[config.mk]
export PLATFORM = sky130hd
export DESIGN_NAME = protection_output_router
export DESIGN_NICKNAME = d
export VERILOG_FILES = /design/src/protection_output_router_pkg.sv /design/src/level_sync.sv /design/src/event_status.sv /design/src/protection_output_router.sv
export SDC_FILE = /design/constraint.sdc
export NUM_CORES = 1
export LEC_CHECK = 0
export CORE_MARGIN = 4
export CORE_UTILIZATION = 36
export CTS_BUF_LIST = sky130_fd_sc_hd__clkbuf_16
export CTS_CLUSTER_SIZE = 14
export DETAILED_ROUTE_END_ITERATION = 12
export DONT_BUFFER_PORTS = 1
export GPL_TIMING_DRIVEN = 1
export PLACE_DENSITY = 0.57
export SLEW_MARGIN = 10
export SYNTH_ARGS = -nofsm -noshare
export SYNTH_HDL_FRONTEND = slang
export SYNTH_SLANG_ARGS = --single-unit
[constraint.sdc]
create_clock -name ref_clk -period 7.9 [get_ports ref_clk]
set_input_delay 1.185 -clock ref_clk [delete_from_list [all_inputs] [get_ports ref_clk]]
set_output_delay 1.185 -clock ref_clk [all_outputs]
set_load 0.02 [all_outputs]
[src/protection_output_router_pkg.sv]
// constants for the protection output router: register map, bits, resets
// assumes a 32-bit plain register port with byte addresses
package protection_output_router_pkg;

  localparam int ADDR_W = 8;
  localparam int DATA_W = 32;

  // register byte offsets
  localparam logic [7:0] OFS_ROUTE = 8'h00;
  localparam logic [7:0] OFS_STATUS = 8'h04;
  localparam logic [7:0] OFS_MASK = 8'h08;
  localparam logic [7:0] OFS_RELAYS = 8'h0c;
  localparam logic [7:0] OFS_STAGES = 8'h10;
  localparam logic [7:0] OFS_CONTROL = 8'h14;
  localparam logic [7:0] OFS_OC_COUNT = 8'h18;
  localparam logic [7:0] OFS_EF_COUNT = 8'h1c;

  // output_route_switches: switch n sits at bit n (bits 2..8)
  localparam int ROUTE_W = 9;
  localparam int SW2_BIT = 2;
  localparam int SW3_BIT = 3;
  localparam int SW4_BIT = 4;
  localparam int SW5_BIT = 5;
  localparam int SW6_BIT = 6;
  localparam int SW7_BIT = 7;
  localparam int SW8_BIT = 8;
  localparam logic [8:0] ROUTE_USED = 9'h1fc;
  localparam logic [8:0] ROUTE_RESET = 9'h1fc;

  // event status / mask bits
  localparam int EVT_W = 5;
  localparam int EVT_OC_START = 0;
  localparam int EVT_OC_TRIP = 1;
  localparam int EVT_EF_START = 2;
  localparam int EVT_EF_TRIP = 3;
  localparam int EVT_FAULT = 4;
  localparam logic [4:0] STATUS_RESET = 5'h00;
  localparam logic [4:0] MASK_RESET = 5'h00;

  // relay readback bits
  localparam int RLY_A = 0;
  localparam int RLY_B = 1;
  localparam int RLY_C = 2;
  localparam int RLY_D = 3;
  localparam int RLY_E = 4;
  localparam int RLY_F = 5;

  // stage readback bits
  localparam int STG_LOW_START = 0;
  localparam int STG_LOW_TRIP = 1;
  localparam int STG_HIGH_START = 2;
  localparam int STG_HIGH_TRIP = 3;
  localparam int STG_EF_START = 4;
  localparam int STG_EF_TRIP = 5;
  localparam int STG_SUPPLY_LOST = 6;
  localparam int STG_FAULT_PIN = 7;

  // control bits
  localparam int CTL_FORCE_FAULT = 0;
  localparam logic [0:0] CONTROL_RESET = 1'h0;

  localparam int COUNT_W = 16;
  localparam logic [15:0] COUNT_RESET = 16'h0000;

endpackage : protection_output_router_pkg

[src/level_sync.sv]
// two flip-flop synchroniser for levels arriving from pins
// assumes ref_clk domain and synchronous active-low reset
`timescale 1ns/1ps
`default_nettype none
module level_sync #(
  parameter int WIDTH = 2
) (
  input wire logic ref_clk,
  input wire logic resetn,
  input wire logic [WIDTH-1:0] async_in,
  output logic [WIDTH-1:0] sync_out
);
  logic [WIDTH-1:0] meta_ff;
  logic [WIDTH-1:0] sync_ff;

  always_ff @(posedge ref_clk) begin
    if (!resetn) begin
      meta_ff <= '0;
      sync_ff <= '0;
    end else begin
      meta_ff <= async_in;
      sync_ff <= meta_ff;
    end
  end

  assign sync_out = sync_ff;
endmodule : level_sync
`default_nettype wire

[src/event_status.sv]
// sticky event status with write-one-to-clear, mask and level interrupt
// assumes ref_clk domain; set wins over a clear in the same cycle
`timescale 1ns/1ps
`default_nettype none
module event_status
  import protection_output_router_pkg::*;
#(
  parameter int WIDTH = EVT_W
) (
  input wire logic ref_clk,
  input wire logic resetn,
  input wire logic [WIDTH-1:0] event_set,
  input wire logic clear_wr,
  input wire logic mask_wr,
  input wire logic [WIDTH-1:0] wr_bits,
  output logic [WIDTH-1:0] status,
  output logic [WIDTH-1:0] mask,
  output logic irq
);
  logic [WIDTH-1:0] status_ff;
  logic [WIDTH-1:0] mask_ff;
  logic irq_ff;
  logic [WIDTH-1:0] clear_bits;
  logic [WIDTH-1:0] nxt_status;
  logic [WIDTH-1:0] nxt_mask;

  assign clear_bits = clear_wr ? wr_bits : '0;
  assign nxt_status = (status_ff & ~clear_bits) | event_set;
  assign nxt_mask = mask_wr ? wr_bits : mask_ff;

  always_ff @(posedge ref_clk) begin
    if (!resetn) begin
      status_ff <= WIDTH'(STATUS_RESET);
      mask_ff <= WIDTH'(MASK_RESET);
      irq_ff <= 1'b0;
    end else begin
      status_ff <= nxt_status;
      mask_ff <= nxt_mask;
      irq_ff <= |(nxt_status & nxt_mask);
    end
  end

  assign status = status_ff;
  assign mask = mask_ff;
  assign irq = irq_ff;
endmodule : event_status
`default_nettype wire

[src/protection_output_router.sv]
// output relay routing matrix of an overcurrent and earth-fault unit
// assumes stage start/trip levels come from logic on ref_clk; supply and
// fault pins are asynchronous; registers on a plain strobe port
//
// Contract
// relay F always follows low-set and high-set overcurrent starts
// relay A always follows low-set and high-set overcurrent trips
// relay B always follows the earth-fault trip
// switch 2 set: earth-fault start also drives relay D
// switch 3 set: overcurrent starts also drive relay D
// switches 4,5,6 set: earth-fault trip also drives relay D, C, A
// switch 7 set: overcurrent trips drive C; switch 8: drive B
// alarm relay energised when healthy; drops on supply loss or fault
// signal output asserts on any overcurrent or earth-fault trip
// first start output: earth-fault trip or any stage start
// second start output: low-set or high-set overcurrent start
// both trip outputs can carry every stage trip
// relays A and B each can command a breaker directly
// all seven route switches default to one
`timescale 1ns/1ps
`default_nettype none
module protection_output_router
  import protection_output_router_pkg::*;
(
  input wire logic ref_clk,
  input wire logic resetn,
  // protection stage levels
  input wire logic low_start,
  input wire logic low_trip,
  input wire logic high_start,
  input wire logic high_trip,
  input wire logic earth_fault_stage_start,
  input wire logic earth_fault_stage_trip,
  // supervision pins
  input wire logic supply_lost,
  input wire logic internal_fault,
  // register port
  input wire logic [ADDR_W-1:0] reg_addr,
  input wire logic [DATA_W-1:0] reg_wdata,
  input wire logic reg_wr,
  input wire logic reg_rd,
  output logic [DATA_W-1:0] reg_rdata,
  // output relays and interrupt
  output logic trip_relay_a,
  output logic trip_relay_b,
  output logic signal_relay_c,
  output logic start_relay_d,
  output logic internal_fault_alarm,
  output logic start_relay_f,
  output logic irq
);

  function automatic logic [COUNT_W-1:0] count_up(
    input logic [COUNT_W-1:0] value
  );
    logic [COUNT_W-1:0] result;
    result = value;
    if (value != '1) begin
      result = value + COUNT_W'(1);
    end
    return result;
  endfunction : count_up

  // rising edge of a level against its value one cycle back
  function automatic logic rise(
    input logic now_level,
    input logic last_level
  );
    return now_level && !last_level;
  endfunction : rise

  // saturating trip count: write clears, an edge still counts
  function automatic logic [COUNT_W-1:0] next_count(
    input logic edge_seen,
    input logic clear,
    input logic [COUNT_W-1:0] value
  );
    logic [COUNT_W-1:0] base;
    base = clear ? COUNT_RESET : value;
    if (edge_seen) begin
      base = count_up(base);
    end
    return base;
  endfunction : next_count

  // register decode
  wire sel_route = reg_addr == OFS_ROUTE;
  wire sel_status = reg_addr == OFS_STATUS;
  wire sel_mask = reg_addr == OFS_MASK;
  wire sel_relays = reg_addr == OFS_RELAYS;
  wire sel_stages = reg_addr == OFS_STAGES;
  wire sel_control = reg_addr == OFS_CONTROL;
  wire sel_oc_count = reg_addr == OFS_OC_COUNT;
  wire sel_ef_count = reg_addr == OFS_EF_COUNT;
  wire wr_route = reg_wr && sel_route;
  wire wr_status = reg_wr && sel_status;
  wire wr_mask = reg_wr && sel_mask;
  wire wr_control = reg_wr && sel_control;
  wire wr_oc_count = reg_wr && sel_oc_count;
  wire wr_ef_count = reg_wr && sel_ef_count;

  // supervision pins through synchroniser
  logic [1:0] pin_sync;
  level_sync #(
    .WIDTH(2)
  ) u_pin_sync (
    .ref_clk(ref_clk),
    .resetn(resetn),
    .async_in({internal_fault, supply_lost}),
    .sync_out(pin_sync)
  );
  wire supply_lost_s = pin_sync[0];
  wire fault_pin_s = pin_sync[1];

  // software registers
  logic [ROUTE_W-1:0] output_route_switches_ff;
  logic [0:0] control_ff;
  logic [ROUTE_W-1:0] nxt_route;
  logic [0:0] nxt_control;

  assign nxt_route = wr_route ?
    (reg_wdata[ROUTE_W-1:0] & ROUTE_USED) : output_route_switches_ff;
  assign nxt_control = wr_control ? reg_wdata[0:0] : control_ff;

  always_ff @(posedge ref_clk) begin
    if (!resetn) begin
      output_route_switches_ff <= ROUTE_RESET;
      control_ff <= CONTROL_RESET;
    end else begin
      output_route_switches_ff <= nxt_route;
      control_ff <= nxt_control;
    end
  end

  wire sw2 = output_route_switches_ff[SW2_BIT];
  wire sw3 = output_route_switches_ff[SW3_BIT];
  wire sw4 = output_route_switches_ff[SW4_BIT];
  wire sw5 = output_route_switches_ff[SW5_BIT];
  wire sw6 = output_route_switches_ff[SW6_BIT];
  wire sw7 = output_route_switches_ff[SW7_BIT];
  wire sw8 = output_route_switches_ff[SW8_BIT];
  wire force_fault = control_ff[CTL_FORCE_FAULT];

  // combined stage signals
  wire oc_start = low_start || high_start;
  wire stage_trip_signal_oc = low_trip || high_trip;
  wire stage_trip_signal_ef = earth_fault_stage_trip;
  wire ef_start = earth_fault_stage_start;

  // routing matrix
  wire route_f = oc_start;
  wire route_a = stage_trip_signal_oc
    || (sw6 && stage_trip_signal_ef);
  wire route_b = stage_trip_signal_ef
    || (sw8 && stage_trip_signal_oc);
  wire route_c = (sw5 && stage_trip_signal_ef)
    || (sw7 && stage_trip_signal_oc);
  wire route_d = (sw2 && ef_start)
    || (sw3 && oc_start)
    || (sw4 && stage_trip_signal_ef);
  wire healthy = !supply_lost_s && !fault_pin_s && !force_fault;

  // output relay flops, de-energised during reset
  logic relay_a_ff;
  logic relay_b_ff;
  logic relay_c_ff;
  logic relay_d_ff;
  logic relay_e_ff;
  logic relay_f_ff;

  always_ff @(posedge ref_clk) begin
    if (!resetn) begin
      relay_a_ff <= 1'b0;
      relay_b_ff <= 1'b0;
      relay_c_ff <= 1'b0;
      relay_d_ff <= 1'b0;
      relay_e_ff <= 1'b0;
      relay_f_ff <= 1'b0;
    end else begin
      relay_a_ff <= route_a;
      relay_b_ff <= route_b;
      relay_c_ff <= route_c;
      relay_d_ff <= route_d;
      relay_e_ff <= healthy;
      relay_f_ff <= route_f;
    end
  end

  assign trip_relay_a = relay_a_ff;
  assign trip_relay_b = relay_b_ff;
  assign signal_relay_c = relay_c_ff;
  assign start_relay_d = relay_d_ff;
  assign internal_fault_alarm = relay_e_ff;
  assign start_relay_f = relay_f_ff;

  // event edges
  logic oc_start_d_ff;
  logic oc_trip_d_ff;
  logic ef_start_d_ff;
  logic ef_trip_d_ff;
  logic healthy_d_ff;

  always_ff @(posedge ref_clk) begin
    if (!resetn) begin
      oc_start_d_ff <= 1'b0;
      oc_trip_d_ff <= 1'b0;
      ef_start_d_ff <= 1'b0;
      ef_trip_d_ff <= 1'b0;
      healthy_d_ff <= 1'b1;
    end else begin
      oc_start_d_ff <= oc_start;
      oc_trip_d_ff <= stage_trip_signal_oc;
      ef_start_d_ff <= ef_start;
      ef_trip_d_ff <= stage_trip_signal_ef;
      healthy_d_ff <= healthy;
    end
  end

  wire oc_start_rise = rise(oc_start, oc_start_d_ff);
  wire oc_trip_rise = rise(stage_trip_signal_oc, oc_trip_d_ff);
  wire ef_start_rise = rise(ef_start, ef_start_d_ff);
  wire ef_trip_rise = rise(stage_trip_signal_ef, ef_trip_d_ff);
  wire fault_rise = rise(!healthy, !healthy_d_ff);

  logic [EVT_W-1:0] event_set;
  assign event_set[EVT_OC_START] = oc_start_rise;
  assign event_set[EVT_OC_TRIP] = oc_trip_rise;
  assign event_set[EVT_EF_START] = ef_start_rise;
  assign event_set[EVT_EF_TRIP] = ef_trip_rise;
  assign event_set[EVT_FAULT] = fault_rise;

  logic [EVT_W-1:0] status;
  logic [EVT_W-1:0] mask;
  logic irq_level;

  event_status #(
    .WIDTH(EVT_W)
  ) u_event_status (
    .ref_clk(ref_clk),
    .resetn(resetn),
    .event_set(event_set),
    .clear_wr(wr_status),
    .mask_wr(wr_mask),
    .wr_bits(reg_wdata[EVT_W-1:0]),
    .status(status),
    .mask(mask),
    .irq(irq_level)
  );

  assign irq = irq_level;

  // trip counters, saturating; write clears, count wins
  logic [COUNT_W-1:0] oc_count_ff;
  logic [COUNT_W-1:0] ef_count_ff;
  logic [COUNT_W-1:0] nxt_oc_count;
  logic [COUNT_W-1:0] nxt_ef_count;

  assign nxt_oc_count = next_count(oc_trip_rise, wr_oc_count, oc_count_ff);
  assign nxt_ef_count = next_count(ef_trip_rise, wr_ef_count, ef_count_ff);

  always_ff @(posedge ref_clk) begin
    if (!resetn) begin
      oc_count_ff <= COUNT_RESET;
      ef_count_ff <= COUNT_RESET;
    end else begin
      oc_count_ff <= nxt_oc_count;
      ef_count_ff <= nxt_ef_count;
    end
  end

  // readback words
  logic [DATA_W-1:0] relays_word;
  logic [DATA_W-1:0] stages_word;

  always_comb begin
    relays_word = '0;
    relays_word[RLY_A] = relay_a_ff;
    relays_word[RLY_B] = relay_b_ff;
    relays_word[RLY_C] = relay_c_ff;
    relays_word[RLY_D] = relay_d_ff;
    relays_word[RLY_E] = relay_e_ff;
    relays_word[RLY_F] = relay_f_ff;
  end

  always_comb begin
    stages_word = '0;
    stages_word[STG_LOW_START] = low_start;
    stages_word[STG_LOW_TRIP] = low_trip;
    stages_word[STG_HIGH_START] = high_start;
    stages_word[STG_HIGH_TRIP] = high_trip;
    stages_word[STG_EF_START] = earth_fault_stage_start;
    stages_word[STG_EF_TRIP] = earth_fault_stage_trip;
    stages_word[STG_SUPPLY_LOST] = supply_lost_s;
    stages_word[STG_FAULT_PIN] = fault_pin_s;
  end

  // read mux, unmapped reads zero
  wire [DATA_W-1:0] rd_route = sel_route ?
    DATA_W'(output_route_switches_ff) : '0;
  wire [DATA_W-1:0] rd_status = sel_status ? DATA_W'(status) : '0;
  wire [DATA_W-1:0] rd_mask = sel_mask ? DATA_W'(mask) : '0;
  wire [DATA_W-1:0] rd_relays = sel_relays ? relays_word : '0;
  wire [DATA_W-1:0] rd_stages = sel_stages ? stages_word : '0;
  wire [DATA_W-1:0] rd_control = sel_control ? DATA_W'(control_ff) : '0;
  wire [DATA_W-1:0] rd_oc = sel_oc_count ? DATA_W'(oc_count_ff) : '0;
  wire [DATA_W-1:0] rd_ef = sel_ef_count ? DATA_W'(ef_count_ff) : '0;
  wire [DATA_W-1:0] rd_any = rd_route | rd_status | rd_mask | rd_relays
    | rd_stages | rd_control | rd_oc | rd_ef;
  wire [DATA_W-1:0] nxt_rdata = reg_rd ? rd_any : '0;

  logic [DATA_W-1:0] rdata_ff;

  always_ff @(posedge ref_clk) begin
    if (!resetn) begin
      rdata_ff <= '0;
    end else begin
      rdata_ff <= nxt_rdata;
    end
  end

  assign reg_rdata = rdata_ff;

endmodule : protection_output_router
`default_nettype wire

* Word level (Yosys, flattened, before mapping)
Index checks and enable logic that the tools add are counted.
** Word-level totals
- Register bits :: 97
- Input port bits :: 52
- Logic and storage cells :: 96
** Operators by class
- $add $sub $neg :: 2
- Equality and inequality tests :: 9
- Muxes and demuxes :: 16
- Bitwise gates (word level) :: 11
- Reductions and logical operators :: 38
** Operator list (count)
- $mux W16 :: 8
- $add A16 B1 Y16 const B :: 2
- $eq A8 B5 Y1 const B :: 4
- $ne A16 B16 Y1 const B :: 2
- $logic_and A1 B1 Y1 :: 20
- $mux W5 :: 4
- $or A9 B5 Y9 :: 2
- $eq A8 B4 Y1 const B :: 2
- $or A16 B16 Y16 :: 1
- $or A9 B16 Y16 :: 1
- $and A5 B5 Y5 :: 2
- $mux W9 :: 1
- $or A9 B1 Y9 :: 1
- $or A9 B6 Y9 :: 1
- $or A9 B8 Y9 :: 1
- $eq A8 B3 Y1 const B :: 1
- $logic_not A1 Y1 :: 8
- $logic_not A8 Y1 :: 1
- $mux W8 :: 1
- $logic_or A1 B1 Y1 :: 7
- $mux W6 :: 1
- $not A5 Y5 :: 1
- $or A5 B5 Y5 :: 1
- $reduce_or A5 Y1 :: 1
- 2 further kinds :: 2

* Longest topological paths before layout
- Word-level depth :: 9
- Mapped depth :: 11
- Depth with buffers taken out :: 9

* By module
A second synthesis with hierarchy kept.
** Second synthesis, totals
- Cells, all modules :: 437
- Area, all modules :: 3900.0 um^2
** By module, submodules not included
- protection_output_router :: times used 1, cells each 387, area each 3362.0 um^2, seq. area each 1321.3 um^2
- event_status :: times used 1, cells each 42, area each 432.9 um^2, seq. area each 220.2 um^2
- level_sync :: times used 1, cells each 8, area each 105.1 um^2, seq. area each 80.1 um^2

* Least setup slack after synthesis
OpenSTA, ideal clock, no wires.
- Path kind :: input to register
- Start :: input port reg_addr[2]
- End :: register ef_count_ff[8]
- Arrival time :: 3.509 ns
- Required time :: 7.829 ns
- Setup slack :: 4.321 ns
- Stages on the path :: 11
- Cells stage by stage :: buf_6 > nor4bb_1 > buf_2 > nand3_1 > and2_1 > ha_1 > nand4_1 > nor4_2 > a21oi_1 > a21bo_2 > a21oi_1
** On the way
- Longest elaborated chain between the ends :: 6
- Elaborated cells between the ends (all ways) :: 7
- Those cells by class :: add/sub (1); eq/ne (2); mux (3); reduce/logical (1)
** Ends and longest elaborated chain
- from (decl) :: RTL line protection_output_router.sv:38 : input wire logic [ADDR_W-1:0] reg_addr,
- $eq A8 B5 Y1 (*) :: RTL line protection_output_router.sv:94 : wire sel_ef_count = reg_addr == OFS_EF_COUNT;
- $logic_and A1 B1 Y1 (*) :: RTL line protection_output_router.sv:100 : wire wr_ef_count = reg_wr && sel_ef_count;
- $mux W16 (*) :: RTL line protection_output_router.sv:79 : base = clear ? COUNT_RESET : value;
- $add A16 B1 Y16 or $ne A16 B16 Y1 (tied branches) :: RTL line protection_output_router.sv:59, protection_output_router.sv:58
- $mux W16 :: RTL line protection_output_router.sv:58 : if (value != '1) begin
- $mux W16 (*) :: RTL line protection_output_router.sv:80 : if (edge_seen) begin
- to (signal assigned) :: RTL line protection_output_router.sv:267 : ef_count_ff <= nxt_ef_count;
- to (decl) :: RTL line protection_output_router.sv:254 : logic [COUNT_W-1:0] ef_count_ff;
Every way passes the cells marked *; elsewhere a longest branch is shown, timed or not.
A chain may end at the register's enable or synchronous reset.

* Final worst setup path
- Start :: input port reg_addr[5]
- End :: register ef_count_ff[1]
The elaborated chain is that of the path after synthesis.

==> flow_summary.json <==
{
  "status": "complete, no violations",
  "clockBufferDepth": 2,
  "critPathRequiredTime_ns": 8.09,
  "crit_path_start": "reg_addr[5]",
  "syn_to_final_growth_pct": 9.421,
  "yosysWarnings": 0,
  "synth_edf_count": 0,
  "grt_usage": 0.1696,
  "crit_path_end": "ef_count_ff[1]",
  "seq_area_mm2": 0.001622,
  "combPwrFrac": 0.048,
  "dieArea_mm2": 0.01214,
  "ir_worst_vdd_uv": 102.8,
  "ios": 91,
  "r2r_slack_ns": 5.30,
  "grt_pass1_vias": 2921,
  "p_clk_frac": 0.469,
  "crit_arrival_ns": 3.90,
  "crit_type": "in2reg",
  "dpl.hpwl_um": 7286,
  "seqPwrFrac": 0.483,
  "postCtsHoldBufs": 0,
  "path_max_fanout": 10,
  "setup_violations": 0,
  "grt_max_degree": 24,
  "ctsResizeCount": 0,
  "viasPerCell": 5.466,
  "cts_tree": "yes",
  "antenna_found_initial": 0,
  "ys_seq_area_frac": 0.4314,
  "period_minus_slack_ns": 3.703,
  "switching_share": 0.2358,
  "rows": 37,
  "synthCells": 422,
  "vias": 3061,
  "synth_area_leader_cell": "dfxtp_1",
  "start_util": 0.3674,
  "nNetsFinal": 473,
  "rsz0062_at_grt": "false",
  "p_leak_nw": 1.434,
  "synth_top_cells_by_area": "dfxtp_1 43%, nor2_1 4.8%, mux2i_1 4.3%",
  "period_share": 0.4687,
  "cts.sinks": 81,
  "p_switching_w": 0.0002085,
  "ys_async_sr_fraction": 0,
  "end_kind": "flip-flop",
  "cts_root_buf": "clkbuf_16",
  "post_cts_buffers": 0,
  "max-cap-violations": 0,
  "fin_skew_ns": 0.006688,
  "overflow": 0,
  "multi_input_area_mm2": 0.001989,
  "yosysUniqueCellTypes": 58,
  "power.internal_w": 0.0006760,
  "rr_endpoint": "ef_count_ff[8]",
  "post-place-ws_ns": 3.864,
  "synth-seq-cells": 81,
  "tightest_slew_ns": 0.9780,
  "drive_gt1_frac": 0.07311,
  "htree_levels": 3,
  "hold_class": "reg2reg",
  "worst_slack_ns": 4.197,
  "fp.dieH_um": 110.2,
  "port_buffers": 0,
  "power_density_mw_per_mm2": 215.1,
  "max_slew_margin": 0.3456,
  "tns_ns": 0,
  "synth_ff_type": "dfxtp_1",
  "core_area_mm2": 0.01023,
  "routed_wl_um": 9992,
  "n_antenna_cell": 0,
  "grt_pass1_wl_um": 15560,
  "route.detailed.drc": 0,
  "dr.first_iter.drc_count": 207,
  "utilization": 0.4020,
  "clock_latency_ns": 0.34,
  "startpoint_type": "primary input",
  "clk_pin_slew_ns": 0.06,
  "reg2reg_depth": 7,
  "finalHoldViolCount": 0,
  "dr.pass1.iters": 4,
  "cts_buffers": 9,
  "r2r-start": "ef_count_ff[1]",
  "netlist_area_mm2": 0.003759,
  "max_freq_mhz": 270.1,
  "post_drt_wl_per_cell_um": 17.84,
  "yosysTopAreaCellShare": 0.4314,
  "nFillCells": 1029,
  "die_w_um": 110.2,
  "drv_slew": 0,
  "place_congestion": 0.8131,
  "antenna_left": 0,
  "syn_area_per_cell_um2": 8.907
}
==> cell usage after synthesis (2+ instances only) <==
cell type / count
a21bo_2: 2
dfxtp_1: 81
mux2i_1: 16
inv_1: 4
nor4_2: 2
or3_1: 10
o22ai_1: 2
nor2_1: 48
xnor2_1: 14
and4_1: 2
and2_1: 13
xor2_1: 2
nor2b_1: 4
a31oi_1: 7
nor3_1: 4
o21ai_0: 17
a22o_1: 4
o211ai_1: 4
a22oi_1: 20
nand4_1: 13
a21o_1: 2
a2111oi_1: 2
buf_4: 16
a32oi_1: 3
a21oi_1: 26
nand4b_1: 2
clkbuf_1: 13
nor4b_2: 2
nand3b_1: 2
a211oi_1: 4
and3_1: 2
nand3_1: 16
nand2_1: 37
ha_1: 2
==> layer usage <==
layer / GRT usage / share of wire
met3: 0.04776 / 0.083
met5: 0 / 0
met4: 0.07388 / 0.022
met2: 0.2682 / 0.46
met1: 0.2161 / 0.44
==> registers in the layout, summed over array words and instances (netlist names), 2 cells and up <==
register                  flops
ef_count_ff                  16
output_route_switches_ff      7
u_event_status.mask           5
oc_count_ff                  16
u_pin_sync.sync_out           2
u_pin_sync.meta_ff            2
reg_rdata                    16
u_event_status.status         5
==> power groups by stage <==
stage	registers (W)	clock network [W]	logic, W
after floorplan	0.000433	0	0.0000439
after global placement	0.000436	0	0.0000408
after detailed placement	0.000437	0	0.0000422
after CTS	0.000427	0.000420	0.0000423
after global routing	0.000428	0.000442	0.0000474
final	0.000427	0.000415	0.0000424
==> cell usage in the layout (no fill, tap or decap), types with 3 or more instances in the layout <==
cell,synthesis,routed
o211ai_1,4,4
a32oi_1,3,3
dfxtp_1,81,81
a21oi_1,26,26
nor2b_1,4,4
nand3_1,16,16
or3_1,10,10
inv_1,4,4
xnor2_1,14,14
a22o_1,4,4
clkbuf_16,0,9
mux2i_1,16,16
nand2_1,37,37
conb_1,1,16
nor2_1,48,48
nand4_1,13,13
a31oi_1,7,7
a22oi_1,20,20
nor3_1,4,4
and2_1,13,13
buf_4,16,3
o21ai_0,17,17
a211oi_1,4,4
==> per-stage QoR <==
stage	hold WS (ns)	instances	power [W]	instance area (um2)
after floorplan	0.4119	437	0.0004773	3815
after global placement	0.4217	544	0.0004772	3819
after detailed placement	0.4191	544	0.0004787	3819
after CTS	0.4335	560	0.0008901	4113
after global routing	0.4616	560	0.0009179	4113
final	0.4350	560	0.0008846	4113
==> cells by family (layout without fill, tap and decap cells) <==
family	count (synthesis)	count (layout)	share of synthesized area
xor gates and xnor gates	16	16	0.03729
buffers and inverters	36	23	0.05426
AOI/OAI and AO/OA	103	103	0.1901
adders and majority gates	2	2	0.006657
muxes	16	16	0.04261
other	1	16	0.0009977
DFF	81	81	0.4314
and+or+nand+nor	167	167	0.2367
==> cell type report <==
| type | count | area share |
|---|---|---|
| multi-input cells | 320 | 0.4837 |
| flip-flops and latches | 81 | 0.3943 |
| clock inverters | 7 | 0.01673 |
| well taps | 136 | 0.04138 |
| clock buffers | 9 | 0.05476 |
| inverters | 4 | 0.003651 |
| repair buffers | 3 | 0.005476 |
==> worst max-delay path, cell delays in order <==
cell and delay [ns]:
nor4b_4 0.61, nand3_1 0.44, and2_1 0.31, ha_1 0.24
nand4_1 0.21, nor4_2 0.15, a21oi_1 0.44, mux2i_1 0.25
nor2_1 0.05
==> how the worst min path moves through the flow <==
stage	startpoint	to	slack, ns	depth (start not counted)
4_1_cts	u_pin_sync.meta_ff[0]	u_pin_sync.sync_out[0]	0.43	1
5_1_grt	u_pin_sync.meta_ff[1]	u_pin_sync.sync_out[1]	0.46	1
6_report	u_pin_sync.meta_ff[0]	u_pin_sync.sync_out[0]	0.43	1
3_3_place_gp	u_pin_sync.meta_ff[0]	u_pin_sync.sync_out[0]	0.42	1
3_5_place_dp	u_pin_sync.meta_ff[0]	u_pin_sync.sync_out[0]	0.42	1
2_1_floorplan	u_pin_sync.meta_ff[0]	u_pin_sync.sync_out[0]	0.41	1
Power figures use the tool's default switching activity.
